<file path="src/core/fpac_defines.vh">
`ifndef FPAC_DEFINES_VH
`define FPAC_DEFINES_VH
// Register byte addresses
`define FPAC_ADR_CTRL 8'h00
`define FPAC_ADR_CODE 8'h04
`define FPAC_ADR_QUICK 8'h08
`define FPAC_ADR_STAT 8'h0c
`define FPAC_ADR_KEYIN 8'h10
`define FPAC_ADR_SVC 8'h14
// Control fields
`define FPAC_SEL_EN 0
`define FPAC_SCROLL_EN 1
`define FPAC_UIN_HIGH 2
`define FPAC_CNT_B_EN 3
`define FPAC_RST_LO 4
`define FPAC_RST_HI 6
`define FPAC_INT_LO 8
`define FPAC_INT_HI 10
`define FPAC_UFN_LO 12
`define FPAC_UFN_HI 13
`define FPAC_SVC_EN 16
// Reset-key choices
`define FPAC_RK_NONE 3'h0
`define FPAC_RK_A 3'h1
`define FPAC_RK_B 3'h2
`define FPAC_RK_BOTH 3'h3
`define FPAC_RK_DISP 3'h4
// User input functions
`define FPAC_UF_NONE 2'h0
`define FPAC_UF_LOCK 2'h1
`define FPAC_UF_DSEL 2'h2
`define FPAC_UF_INT 2'h3
// Defaults
`define FPAC_CTRL_RST 32'h0000_3105
`define FPAC_INT_DEF 3'h3
`define FPAC_INT_MIN 3'h1
`define FPAC_INT_MAX 3'h5
// Codes
`define FPAC_CODE_MAX 10'h3e7
`define FPAC_QUICK_MAX 10'h063
`define FPAC_CODE_MASTER 10'h0de
`define FPAC_CODE_MODEL 10'h032
`define FPAC_CODE_DEFLT 10'h042
`define FPAC_NDISP 3'h4
// Scroll timing
`define FPAC_CLK_HZ 200000000
`define FPAC_SCROLL_S 4
`define FPAC_SCROLL_CYC (`FPAC_CLK_HZ * `FPAC_SCROLL_S)
`endif

</file>
<file path="src/core/fpac_edge.v">
`timescale 1ns/100ps
// Rising-edge detector for a synchronous level
module fpac_edge (
  input wire clk_sys_i, // system clock
  input wire rstn_i, // async reset, active low
  input wire ce_i, // clock enable
  input wire lvl_i, // level in
  output reg rise_o // one-cycle pulse on rising level
);
  reg prev_reg;
  always @(posedge clk_sys_i or negedge rstn_i) begin
    if (!rstn_i) begin
      prev_reg <= 1'b0;
      rise_o <= 1'b0;
    end else if (ce_i) begin
      prev_reg <= lvl_i;
      rise_o <= lvl_i & ~prev_reg;
    end
  end
endmodule

</file>
<file path="src/core/fpac_scroll.v">
`timescale 1ns/100ps
`include "fpac_defines.vh"
// Display scroll timer: one pulse per dwell period while enabled
module fpac_scroll #(
  parameter [31:0] DWELL_CYC = `FPAC_SCROLL_CYC
) (
  input wire clk_sys_i, // system clock
  input wire rstn_i, // async reset, active low
  input wire ce_i, // clock enable
  input wire en_i, // scroll enabled
  output reg tick_o // advance pulse
);
  reg [31:0] cnt_reg;
  always @(posedge clk_sys_i or negedge rstn_i) begin
    if (!rstn_i) begin
      cnt_reg <= 32'h0;
      tick_o <= 1'b0;
    end else if (ce_i) begin
      tick_o <= 1'b0;
      if (!en_i) begin
        cnt_reg <= 32'h0;
      end else if (cnt_reg == DWELL_CYC - 32'h1) begin
        cnt_reg <= 32'h0;
        tick_o <= 1'b1;
      end else begin
        cnt_reg <= cnt_reg + 32'h1;
      end
    end
  end
endmodule

</file>
<file path="src/core/fpac_top.v">
`timescale 1ns/100ps
`include "fpac_defines.vh"
module fpac_top #(
  parameter [31:0] SCROLL_CYC = `FPAC_SCROLL_CYC,
  parameter [7:0] MODEL_VER = 8'h11 // arbitrary value
) (
  input wire clk_sys_i, // system clock 200 MHz
  input wire rstn_i, // async reset, active low
  input wire ce_i, // clock enable
  input wire key_sel_i, // select key level
  input wire key_rst_i, // reset key level
  input wire parameter_key_i, // parameter key level
  input wire user_in_i, // user input line
  input wire [3:0] disp_en_i, // enabled displays mask
  input wire [31:0] wb_adr_i, // wishbone address
  input wire [31:0] wb_dat_i, // wishbone write data
  input wire [3:0] wb_sel_i, // wishbone byte selects
  input wire wb_we_i, // wishbone write enable
  input wire wb_cyc_i, // wishbone cycle
  input wire wb_stb_i, // wishbone strobe
  output reg [31:0] wb_dat_o, // wishbone read data
  output reg wb_ack_o, // wishbone acknowledge
  output reg [1:0] disp_sel_o, // display shown
  output reg [2:0] intensity_o, // brightness level
  output reg cnt_a_rst_o, // counter A reset pulse
  output reg cnt_b_rst_o, // counter B reset pulse
  output reg [2:0] mode_o, // 0 run,1 quick,2 prompt,3 full,4 lock
  output reg show_model_o, // model/version shown
  output reg [7:0] model_ver_o, // model and version value
  output reg show_reset_o, // reset message shown
  output reg defaults_o // factory default restore pulse
);
  localparam [4:0] ST_RUN = 5'h01;
  localparam [4:0] ST_QUICK = 5'h02;
  localparam [4:0] ST_PROMPT = 5'h04;
  localparam [4:0] ST_FULL = 5'h08;
  localparam [4:0] ST_LOCK = 5'h10;

  reg [31:0] ctrl_reg;
  reg [9:0] code_reg;
  reg [3:0] quick_reg;
  reg [9:0] keyin_reg;
  reg keyin_stb_reg;
  reg [4:0] st_reg;
  reg [4:0] st_next;
  reg [1:0] qidx_reg;
  wire key_sel_rise;
  wire key_rst_rise;
  wire par_rise;
  wire uin_rise;
  wire scroll_tick;
  wire uin_act;
  wire uf_lock;
  wire locked;
  wire quick_on;
  wire [2:0] rk;
  wire [2:0] int_fld;
  wire wb_hit;
  wire adv;
  reg [1:0] next_disp;
  integer i;

  assign uin_act = user_in_i ~^ ctrl_reg[`FPAC_UIN_HIGH];
  assign uf_lock = ctrl_reg[`FPAC_UFN_HI:`FPAC_UFN_LO] == `FPAC_UF_LOCK;
  assign locked = uf_lock & uin_act;
  assign quick_on = (code_reg != 10'h0) && (code_reg <= `FPAC_QUICK_MAX);
  assign rk = ctrl_reg[`FPAC_RST_HI:`FPAC_RST_LO];
  assign int_fld = ctrl_reg[`FPAC_INT_HI:`FPAC_INT_LO];
  assign wb_hit = wb_cyc_i & wb_stb_i & ~wb_ack_o;

  fpac_edge u_sel (.clk_sys_i(clk_sys_i), .rstn_i(rstn_i), .ce_i(ce_i), .lvl_i(key_sel_i), .rise_o(key_sel_rise));
  fpac_edge u_rst (.clk_sys_i(clk_sys_i), .rstn_i(rstn_i), .ce_i(ce_i), .lvl_i(key_rst_i), .rise_o(key_rst_rise));
  fpac_edge u_par (.clk_sys_i(clk_sys_i), .rstn_i(rstn_i), .ce_i(ce_i), .lvl_i(parameter_key_i),
    .rise_o(par_rise));
  fpac_edge u_uin (.clk_sys_i(clk_sys_i), .rstn_i(rstn_i), .ce_i(ce_i), .lvl_i(uin_act),
    .rise_o(uin_rise));
  fpac_scroll #(.DWELL_CYC(SCROLL_CYC)) u_scr (
    .clk_sys_i(clk_sys_i),
    .rstn_i(rstn_i),
    .ce_i(ce_i),
    .en_i(ctrl_reg[`FPAC_SCROLL_EN] & (st_reg == ST_RUN)),
    .tick_o(scroll_tick)
  );

  // Select key, user-input select, or scroll timer advance the display
  assign adv = (st_reg == ST_RUN) & ((key_sel_rise & ctrl_reg[`FPAC_SEL_EN])
    | (uin_rise & (ctrl_reg[`FPAC_UFN_HI:`FPAC_UFN_LO] == `FPAC_UF_DSEL))
    | scroll_tick);

  // Next enabled display after the current one, wrapping
  always @* begin
    next_disp = disp_sel_o;
    for (i = `FPAC_NDISP - 1; i >= 1; i = i - 1) begin
      if (disp_en_i[disp_sel_o + i[1:0]]) begin
        next_disp = disp_sel_o + i[1:0];
      end
    end
  end

  // Access state machine
  always @* begin
    st_next = st_reg;
    case (st_reg)
      ST_RUN: begin
        if (par_rise) begin
          if (!uf_lock || !uin_act) begin
            st_next = (code_reg == 10'h0 || uf_lock) ? ST_FULL : (quick_on ? ST_QUICK : ST_PROMPT);
          end else if (code_reg == 10'h0) begin
            st_next = ST_LOCK;
          end else begin
            st_next = quick_on ? ST_QUICK : ST_PROMPT;
          end
        end
      end
      ST_QUICK: begin
        if (par_rise && (qidx_reg == 2'h3)) begin
          st_next = locked ? ST_RUN : ST_PROMPT;
        end
      end
      ST_PROMPT: begin
        if (keyin_stb_reg) begin
          // Service codes show their result and keep the code entry prompt up
          if (ctrl_reg[`FPAC_SVC_EN] && (keyin_reg == `FPAC_CODE_MODEL || keyin_reg == `FPAC_CODE_DEFLT)) begin
            st_next = ST_PROMPT;
          end else if (keyin_reg == `FPAC_CODE_MASTER || keyin_reg == code_reg) begin
            st_next = ST_FULL;
          end else begin
            st_next = ST_RUN;
          end
        end else if (par_rise) begin
          st_next = ST_RUN;
        end
      end
      ST_FULL: begin
        if (par_rise) begin
          st_next = ST_RUN;
        end
      end
      ST_LOCK: begin
        st_next = ST_RUN;
      end
      default: begin
        st_next = ST_RUN;
      end
    endcase
  end

  always @(posedge clk_sys_i or negedge rstn_i) begin
    if (!rstn_i) begin
      st_reg <= ST_RUN;
      qidx_reg <= 2'h0;
      mode_o <= 3'h0;
      disp_sel_o <= 2'h0;
      intensity_o <= `FPAC_INT_DEF;
      cnt_a_rst_o <= 1'b0;
      cnt_b_rst_o <= 1'b0;
      show_model_o <= 1'b0;
      model_ver_o <= 8'h0;
      show_reset_o <= 1'b0;
      defaults_o <= 1'b0;
    end else if (ce_i) begin
      st_reg <= st_next;
      // Quick list walks all four entries, one per parameter key press
      if (st_reg != ST_QUICK) begin
        qidx_reg <= 2'h0;
      end else if (par_rise) begin
        qidx_reg <= qidx_reg + 2'h1;
      end
      case (st_next)
        ST_QUICK: mode_o <= 3'h1;
        ST_PROMPT: mode_o <= 3'h2;
        ST_FULL: mode_o <= 3'h3;
        ST_LOCK: mode_o <= 3'h4;
        default: mode_o <= 3'h0;
      endcase
      if (adv) begin
        disp_sel_o <= next_disp;
      end
      intensity_o <= int_fld;
      cnt_a_rst_o <= key_rst_rise & (st_reg == ST_RUN) & ((rk == `FPAC_RK_A) | (rk == `FPAC_RK_BOTH)
        | ((rk == `FPAC_RK_DISP) & (disp_sel_o == 2'h0)));
      cnt_b_rst_o <= key_rst_rise & (st_reg == ST_RUN) & ctrl_reg[`FPAC_CNT_B_EN]
        & ((rk == `FPAC_RK_B) | (rk == `FPAC_RK_BOTH) | ((rk == `FPAC_RK_DISP) & (disp_sel_o == 2'h1)));
      model_ver_o <= MODEL_VER;
      defaults_o <= 1'b0;
      if (st_reg == ST_PROMPT && keyin_stb_reg && ctrl_reg[`FPAC_SVC_EN]) begin
        show_model_o <= keyin_reg == `FPAC_CODE_MODEL;
        show_reset_o <= keyin_reg == `FPAC_CODE_DEFLT;
        defaults_o <= keyin_reg == `FPAC_CODE_DEFLT;
      end else if (par_rise) begin
        show_model_o <= 1'b0;
        show_reset_o <= 1'b0;
      end
    end
  end

  // Register file; factory restore and user-input intensity step also write it
  always @(posedge clk_sys_i or negedge rstn_i) begin
    if (!rstn_i) begin
      ctrl_reg <= `FPAC_CTRL_RST;
      code_reg <= 10'h0;
      quick_reg <= 4'h0;
      keyin_reg <= 10'h0;
      keyin_stb_reg <= 1'b0;
      wb_ack_o <= 1'b0;
      wb_dat_o <= 32'h0;
    end else if (ce_i) begin
      wb_ack_o <= wb_hit;
      keyin_stb_reg <= 1'b0;
      if (defaults_o) begin
        ctrl_reg <= `FPAC_CTRL_RST;
        code_reg <= 10'h0;
        quick_reg <= 4'h0;
      end else if (wb_hit && wb_we_i) begin
        case (wb_adr_i[7:0])
          `FPAC_ADR_CTRL: begin
            if (wb_sel_i[0]) ctrl_reg[7:0] <= wb_dat_i[7:0];
            if (wb_sel_i[1]) begin
              if (wb_dat_i[`FPAC_INT_HI:`FPAC_INT_LO] >= `FPAC_INT_MIN
                && wb_dat_i[`FPAC_INT_HI:`FPAC_INT_LO] <= `FPAC_INT_MAX) begin
                ctrl_reg[15:8] <= wb_dat_i[15:8];
              end else begin
                ctrl_reg[15:11] <= wb_dat_i[15:11];
              end
            end
            if (wb_sel_i[2]) ctrl_reg[23:16] <= wb_dat_i[23:16];
          end
          `FPAC_ADR_CODE: begin
            if (wb_sel_i[0] && wb_sel_i[1] && wb_dat_i[9:0] <= `FPAC_CODE_MAX) begin
              code_reg <= wb_dat_i[9:0];
            end
          end
          `FPAC_ADR_QUICK: begin
            if (wb_sel_i[0]) quick_reg <= wb_dat_i[3:0];
          end
          `FPAC_ADR_KEYIN: begin
            if (wb_sel_i[0] && wb_sel_i[1]) begin
              keyin_reg <= wb_dat_i[9:0];
              keyin_stb_reg <= 1'b1;
            end
          end
          default: begin
          end
        endcase
      end else if (uin_rise && ctrl_reg[`FPAC_UFN_HI:`FPAC_UFN_LO] == `FPAC_UF_INT) begin
        ctrl_reg[`FPAC_INT_HI:`FPAC_INT_LO] <= (int_fld == `FPAC_INT_MAX) ? `FPAC_INT_MIN
          : int_fld + 3'h1;
      end
      if (wb_hit && !wb_we_i) begin
        case (wb_adr_i[7:0])
          `FPAC_ADR_CTRL: wb_dat_o <= ctrl_reg;
          `FPAC_ADR_CODE: wb_dat_o <= {22'h0, code_reg};
          `FPAC_ADR_QUICK: wb_dat_o <= {28'h0, quick_reg};
          `FPAC_ADR_STAT: wb_dat_o <= {16'h0, 3'h0, st_reg, 2'h0, locked, quick_on, 2'h0, disp_sel_o};
          `FPAC_ADR_KEYIN: wb_dat_o <= {22'h0, keyin_reg};
          `FPAC_ADR_SVC: wb_dat_o <= {22'h0, show_reset_o, show_model_o, model_ver_o};
          default: wb_dat_o <= 32'h0;
        endcase
      end
    end
  end
endmodule

</file>
<file path="config.mk">
export PLATFORM = sky130hd
export DESIGN_NAME = fpac_top
export DESIGN_NICKNAME = d
export VERILOG_FILES = /design/src/core/fpac_edge.v /design/src/core/fpac_scroll.v /design/src/core/fpac_top.v
export VERILOG_INCLUDE_DIRS = /design/src /design/src/core
export SDC_FILE = /design/constraint.sdc
export NUM_CORES = 1
export LEC_CHECK = 0
export BUFFER_PORTS_ARGS = -buffer_cell sky130_fd_sc_hd__buf_2
export CORE_MARGIN = 3
export CORE_UTILIZATION = 56
export DETAILED_ROUTE_END_ITERATION = 7
export HOLD_SLACK_MARGIN = 0.03
export PLACE_DENSITY = 0.83
export SYNTH_ARGS = -nofsm -noshare
export SYNTH_HDL_FRONTEND = slang
export SYNTH_SLANG_ARGS = --single-unit
export TNS_END_PERCENT = 5
</file>
<file path="constraint.sdc">
create_clock -name clk_sys_i -period 2.4 [get_ports clk_sys_i]
set_input_delay 0.24 -clock clk_sys_i [delete_from_list [all_inputs] [get_ports clk_sys_i]]
set_output_delay 0.24 -clock clk_sys_i [all_outputs]
set_load 0.03 [all_outputs]
</file>
==> summary.md, run 1 <==
| Metric | Value |
|---|---|
| Syn_area_per_cell | 9.905 sq um |
| Sequential cell area | 3413 sq um |
| WL final | 18.46 mm |
| Layout Skew | 6.743 ps |
| Setup TNS | 0 ps |
| FF+latch count, synth | 136 |
| Cell Area, Synth | 7142 sq um |
| FP Rows | 40 |
| DRC | 0 |
| Placer congestion estimate | 1.027 |
| Die Ht | 118.9 um |
| Initial Utilization | 58.24% |
| Area of the multi-input gates | 3457 sq um |
| Fin crit period | 2269 ps |
| Status | complete, no violations |
| Average wire per standard cell | 18.41 um |
| CP required | 2760 ps |
| Die area | 14140 sq um |
| Logic pwr share | 9.2% |
| Synth cell types | 66 |
| Achievable Freq | 440.7 MHz |
| Layout net count | 910 |
| Vias in the first global route | 5965 |
| EDFF count, synth | 0 |
| Pint | 4.101 mW |
| Final Max Slew Viols | 0 |
| Starting DRT DRC Count | 581 |
| Clk network pwr share | 46.1% |
| Normalized max-slew margin | 52.20% |
| RSZ-0062 raised after global routing | no |
| Yosys warning total | 0 |
| IO Count | 136 |
| Total Power | 5.491 mW |
| Total CTS buffers | 17 |
| CP Data Arrival Time | 2620 ps |
| Power share of the sequential group | 44.7% |
| First-pass GRT wire length | 30.57 mm |
| Clk buf depth | 2 |
| Asr flop ratio synth | 100.0% |
| # diodes | 0 |
| Die width | 118.9 um |
| Gr ovfl total | 0 |
| Design Area, Final | 8451 sq um |
| Seq/Total Area, Yosys | 47.79% |
| Most used DFF post-synth | dfrtp_1 |
| Final setup vio count | 0 |
| HP Class | input pin to register |
| Max FFs per register | 32 |
| Layout cells sized above 1 | 26.47% |
| Avg Vias per Cell | 6.030 |
| CTS H-tree lvls | 4 |
| Clock sink total | 136 |
| Switching share of power | 25.32% |
| Antenna Violating Nets Remaining | 0 |
| P&R area growth vs syn | 18.33% |
| Post-detail-place hpwl | 13.28 mm |
| MaxCap Viol Count | 0 |
| Fillers | 887 |
| CTS root buf | clkbuf_16 |
| Clock latency on the worst-skew pair | 410 ps |
| Total core area | 12260 sq um |
| Initial antenna violation count | 0 |
| Setup crit end kind | register |
| Synthesized instance count | 721 |
| Period utilization | 94.55% |
| Cell Area, Placed | 7858 sq um |
| Largest net degree at the start of global routing | 50 |
| Final hold vios | 0 |
| Leakage Power | 3.995 nW |
| Power per cell area | 649.8 nW/um^2 |
| Crit path max fanout | 4 |
| Slew @ Worst Pin | 715.4 ps |
| Clk slew on worst S/H paths | 60 ps |
| Via count | 6048 |
| NetSw | 1.390 mW |
| Postcts setup bufs | 0 |
| I/O Buffers | 88 |
| Global-route usage over all layers | 26.95% |
| Critical Path Start Type | register |
| DRT Pass-1 Iters | 5 |
| WS Path Type | register to register |
| Peak supply drop | 0.4665 mV |
| CTS tree | yes |
synth_stat cells (3+ instances only):
master / n / area, sq um
a21o_1: 4 / 30.03
a21oi_1: 24 / 120.1
a221o_1: 3 / 30.03
a22oi_1: 9 / 67.56
a31o_2: 5 / 43.79
a31oi_1: 12 / 75.07
and3_1: 13 / 81.33
and4_1: 7 / 61.31
buf_4: 15 / 112.6
clkbuf_1: 33 / 123.9
dfrtp_1: 128 / 3203
dfstp_2: 8 / 210.2
ha_1: 4 / 50.05
inv_1: 22 / 82.58
mux2_2: 33 / 371.6
mux2_4: 9 / 135.1
mux2i_1: 13 / 130.1
nand2_1: 68 / 255.2
nand2b_1: 7 / 43.79
nand3_1: 38 / 190.2
nand3b_1: 3 / 22.52
nand4_1: 14 / 87.58
nor2_1: 59 / 221.5
nor2b_1: 23 / 143.9
nor3_1: 13 / 65.06
nor4_1: 9 / 56.30
nor4b_1: 4 / 35.03
o21ai_0: 37 / 185.2
o22ai_1: 6 / 37.54
o2bb2ai_1: 5 / 43.79
o31ai_1: 6 / 45.04
o41ai_1: 4 / 35.03
or2_2: 3 / 18.77
or3_1: 3 / 18.77
xnor2_1: 14 / 122.6
xor2_1: 23 / 201.4
what timing repair did:
| action | 4_1_cts | 5_1_grt |
|---|---|---|
| endpoints found under the setup margin | 18 | 0 |
| endpoints found under the hold margin | 37 | 0 |
| hold buffers | 1 | 0 |
| gates resized for setup | 2 | 0 |
through the flow:
step	utilization [%]	std cells	setup WS [ps]	hold WS (ps)
finish	68.92	1003	130.9	68.76
global route	68.92	1003	29.30	72.89
CTS	68.92	1003	163.4	59.33
detailed placement	64.08	972	-33.97	264.9
global placement	64.08	972	-11.87	265.0
floorplan	-	734	237.9	-55.59
cell usage in the layout, fill, tap and decap left out, drive strengths merged, types with 4 or more instances in the layout:
cell type and count:
conb 14, and3 13, xor2 23, o31ai 6, mux2 42, nand2b 7, a31o 5, clkbuf 19
a21oi 25, dfrtp 128, nand3 39, nor3 14, xnor2 14, nand2 68, ha 4, o41ai 4
a22oi 9, o22ai 6, o2bb2ai 5, a21o 4, clkinvlp 4, nor4b 4, nor2b 23, nor4 9
o21ai 37, inv 23, clkinv 4, nand4 14, and4 7, mux2i 13, dfstp 8, nor2 62
a31oi 12, buf 120
worst max-delay path, stage by stage (launching register included):
cell	delay [ps]
dfrtp_1	430
or4b_2	690
or4_1	490
nor4_2	440
a31o_2	170
worst paths after layout:
kind                           startpoint             end  slack [ps]  cells after the start
min                             key_sel_i  u_sel.prev_reg          70                      3
min reg2reg                u_uin.prev_reg    u_uin.rise_o         460                      1
max in group asynchronous          rstn_i     ctrl_reg[0]        1310                      3
max                          keyin_reg[8]    show_reset_o         130                      4
max reg2reg                  keyin_reg[8]    show_reset_o         130                      4
min in group asynchronous          rstn_i     wb_dat_o[7]         360                      2
area by class of cell:
| cell class | instances | area share, % |
|---|---|---|
| flip-flops and latches | 136 | 40.39 |
| inverters | 22 | 0.9772 |
| repair buffers | 121 | 8.499 |
| multi-input cells | 526 | 40.91 |
| well taps | 168 | 2.487 |
| clock inverters | 11 | 1.495 |
| clock buffers | 19 | 5.241 |
power by group through the flow:
stage | sequential (mW) | clock, mW | combinational, mW
6_report | 2.45 | 2.53 | 0.506
5_1_grt | 2.46 | 2.65 | 0.555
4_1_cts | 2.45 | 2.54 | 0.506
3_5_place_dp | 2.49 | 0 | 0.499
3_3_place_gp | 2.49 | 0 | 0.486
2_1_floorplan | 2.52 | 0 | 0.264
kinds of logic (layout without fill, tap and decap cells):
family                     Yosys count  in the layout  synth area share, %
AOI/OAI and AO/OA                  132            132                12.04
xor gates and xnor gates            37             37                4.537
adders and majority gates            4              4               0.7008
buffers and inverters               72            173                4.678
DFF                                136            136                47.79
muxes                               57             57                9.548
other                                1             14              0.05251
and+or+nand+nor                    282            282                20.66
layer usage:
metal  vias up  part of all wire, %  GRT usage [%]  wire length, um
met5         -                    0              0                0
met3        41                  7.9          5.745             1459
met1      2954                   43          36.38             7898
met4         0                  2.3          9.703              420
li1       2760                    -              -                -
met2       293                   47          43.27             8685
No activity file was read; power rests on OpenSTA's default activity.
==> inputs of run 2 (changes only) <==
Settings changed: BUFFER_PORTS_ARGS -buffer_cell sky130_fd_sc_hd__buf_2 to -buffer_cell sky130_fd_sc_hd__buf_4, CORE_UTILIZATION 56 to 35, PLACE_DENSITY 0.83 to 0.57.
==> run 2 against run 1 <==
Final area grew 5.0%. Register-to-register slack gained 50 ps. Wire length grew 4.1%. Via count shrank 5.2%. Clock skew grew 0.51 ps. Global-route usage shrank 9.0 points. Utilization shrank 24 points. Maximum frequency grew 2.5%. Clock power grew 8%. First-iteration DRC count shrank 39%. Die area grew 57%. Critical path type unchanged.
==> summary.md, run 2 (synthesis gave the netlist of run 1 again) <==
| Metric | Value |
|---|---|
| Achievable Freq | 451.5 MHz (+2.5%) |
| Total core area | 19780 sq um (+61%) |
| Peak supply drop | 0.3483 mV (-25%) |
| Power per cell area | 645.3 nW/um^2 (-0.70%) |
| Largest net degree at the start of global routing | 59 (+18%) |
| Gr ovfl total | 0 (unchanged) |
| Placer congestion estimate | 0.9412 (-8.3%) |
| Total CTS buffers | 17 (unchanged) |
| Normalized max-slew margin | 64.33% (+12 points) |
| CP required | 2760 ps (about the same) |
| Setup TNS | 0 ps (unchanged) |
| Final Max Slew Viols | 0 (unchanged) |
| Vias in the first global route | 5774 (-3.2%) |
| Die width | 148.8 um (+25%) |
| I/O Buffers | 88 (unchanged) |
| Layout Skew | 7.250 ps (+0.5072 ps) |
| CTS H-tree lvls | 4 (unchanged) |
| Clock sink total | 136 (unchanged) |
| Critical Path Start Type | register |
| Status | complete, no violations |
| Crit path max fanout | 4 (unchanged) |
| DRC | 0 (unchanged) |
| FP Rows | 51 (+28%) |
| Layout cells sized above 1 | 26.87% (+0.41 points) |
| Clk slew on worst S/H paths | 60 ps (about the same) |
| Most frequent cells in the layout | dfrtp_1, buf_4, nand2_1 |
| Initial Utilization | 36.10% (-22 points) |
| WS Path Type | register to register |
| Global-route usage over all layers | 17.95% (-9.0 points) |
| Initial antenna violation count | 0 (unchanged) |
| WL final | 19.22 mm (+4.1%) |
| MaxCap Viol Count | 0 (unchanged) |
| Antenna Violating Nets Remaining | 0 (unchanged) |
| Setup crit end kind | register |
| CTS root buf | clkbuf_16 |
| Fin crit period | 2215 ps (-54.33 ps) |
| Worst r2r path cells | 4 (unchanged) |
| CP Data Arrival Time | 2570 ps (-50 ps) |
| HP Class | input pin to register |
| Slew @ Worst Pin | 535.0 ps (-180.4 ps) |
| P&R area growth vs syn | 24.19% |
| # diodes | 0 (unchanged) |
| Leakage Power | 4.083 nW (+2.2%) |
| Period utilization | 92.28% (-2.3 points) |
| Final setup vio count | 0 (unchanged) |
| Max FFs per register | 32 (unchanged) |
| RSZ-0062 raised after global routing | no |
| Layout net count | 914 (+0.44%) |
| Hold Path Stages | 3 (unchanged) |
| Via count | 5734 (-5.2%) |
| Clock latency on the worst-skew pair | 420 ps (about the same) |
| Average wire per standard cell | 17.38 um (-5.6%) |
| CTS tree | yes |
| Final hold vios | 0 (unchanged) |
| IO Count | 136 (unchanged) |
| Worst hold slack | 55.14 ps (-13.62 ps) |
| Avg Vias per Cell | 5.184 (-14%) |
| Clk buf depth | 2 (unchanged) |
| DRT Pass-1 Iters | 4 (-1) |
| First-pass GRT wire length | 31.46 mm (+2.9%) |
| Die Ht | 148.8 um (+25%) |
| Commonest non-fill, non-tap cell in the layout | dfrtp_1 |
| Die area | 22150 sq um (+57%) |
| Starting DRT DRC Count | 352 (-39%) |
| Post-detail-place hpwl | 14.16 mm (+6.6%) |
## run 2: cell count changes in the layout (fill, tap and decap cells not counted)
cell,previous run,this run
a21oi_2,0,1
nor4_1,8,9
clkinv_4,2,1
inv_6,1,0
nor4_2,1,0
buf_6,0,1
buf_2,87,0
buf_12,2,3
buf_4,31,120
clkinvlp_4,4,5
clkbuf_8,1,3
a21oi_4,1,0
bufinv_16,2,3
## run 2: power breakdown
group	switching [mW]	total [mW]	internal, mW
Clock	1.01	2.73	1.71
Sequential	0.0783	2.46	2.38
Combinational	0.327	0.536	0.210
## run 2: path summary, 6_finish.rpt
check | start | endpoint | slack [ps]
worst min-delay path | key_sel_i | u_sel.prev_reg | 60
worst min register to register | u_sel.prev_reg | u_sel.rise_o | 450
min in group asynchronous | rstn_i | wb_dat_o[8] | 310
max in group asynchronous | rstn_i | intensity_o[1] | 1320
worst max-delay path | keyin_reg[9] | show_reset_o | 190
worst max register to register | keyin_reg[9] | show_reset_o | 190
## run 2: repair_timing
item	in CTS	in global routing
resized for setup	0	0
hold buffers	1	0
endpoints found under the hold margin	44	0
buffers inserted	0	0
## run 2: worst max-delay path, stage by stage, from the launching register on
cell and delay [ps]:
dfrtp_1 430, or4b_2 660, or4_1 460, nor4_1 430, a31o_2 170
## run 2: cell type report
class | count | area, sq um
Fill cell | 1943 | 10910
Multi-Input combinational cell | 526 | 3443
Sequential cell | 136 | 3413
Timing Repair Buffer | 125 | 982.2
Clock buffer | 21 | 470.5
Tap cell | 265 | 331.6
Clock inverter | 11 | 146.4
Inverter | 22 | 82.58
## run 2: routing by layer
| layer | track usage [%] | up-vias | share of wire [%] |
|---|---|---|---|
| li1 | - | 2765 | - |
| met1 | 26.22 | 2787 | 49 |
| met2 | 27.28 | 160 | 44 |
| met3 | 3.950 | 22 | 5.3 |
| met4 | 4.439 | 0 | 1.3 |
| met5 | 0 | - | 0 |
## run 2: stage by stage
step,total power [mW],instance area (sq um),worst slack (ps),util (%),std cells
after global placement,3.039,8243,78.88,41.67,1073
final,5.723,8870,185.2,44.84,1106
after CTS,5.785,8870,195.2,44.84,1106
after floorplan,2.785,7191,237.9,-,734
after global routing,5.938,8870,56.08,44.84,1106
after detailed placement,3.042,8243,54.00,41.67,1073
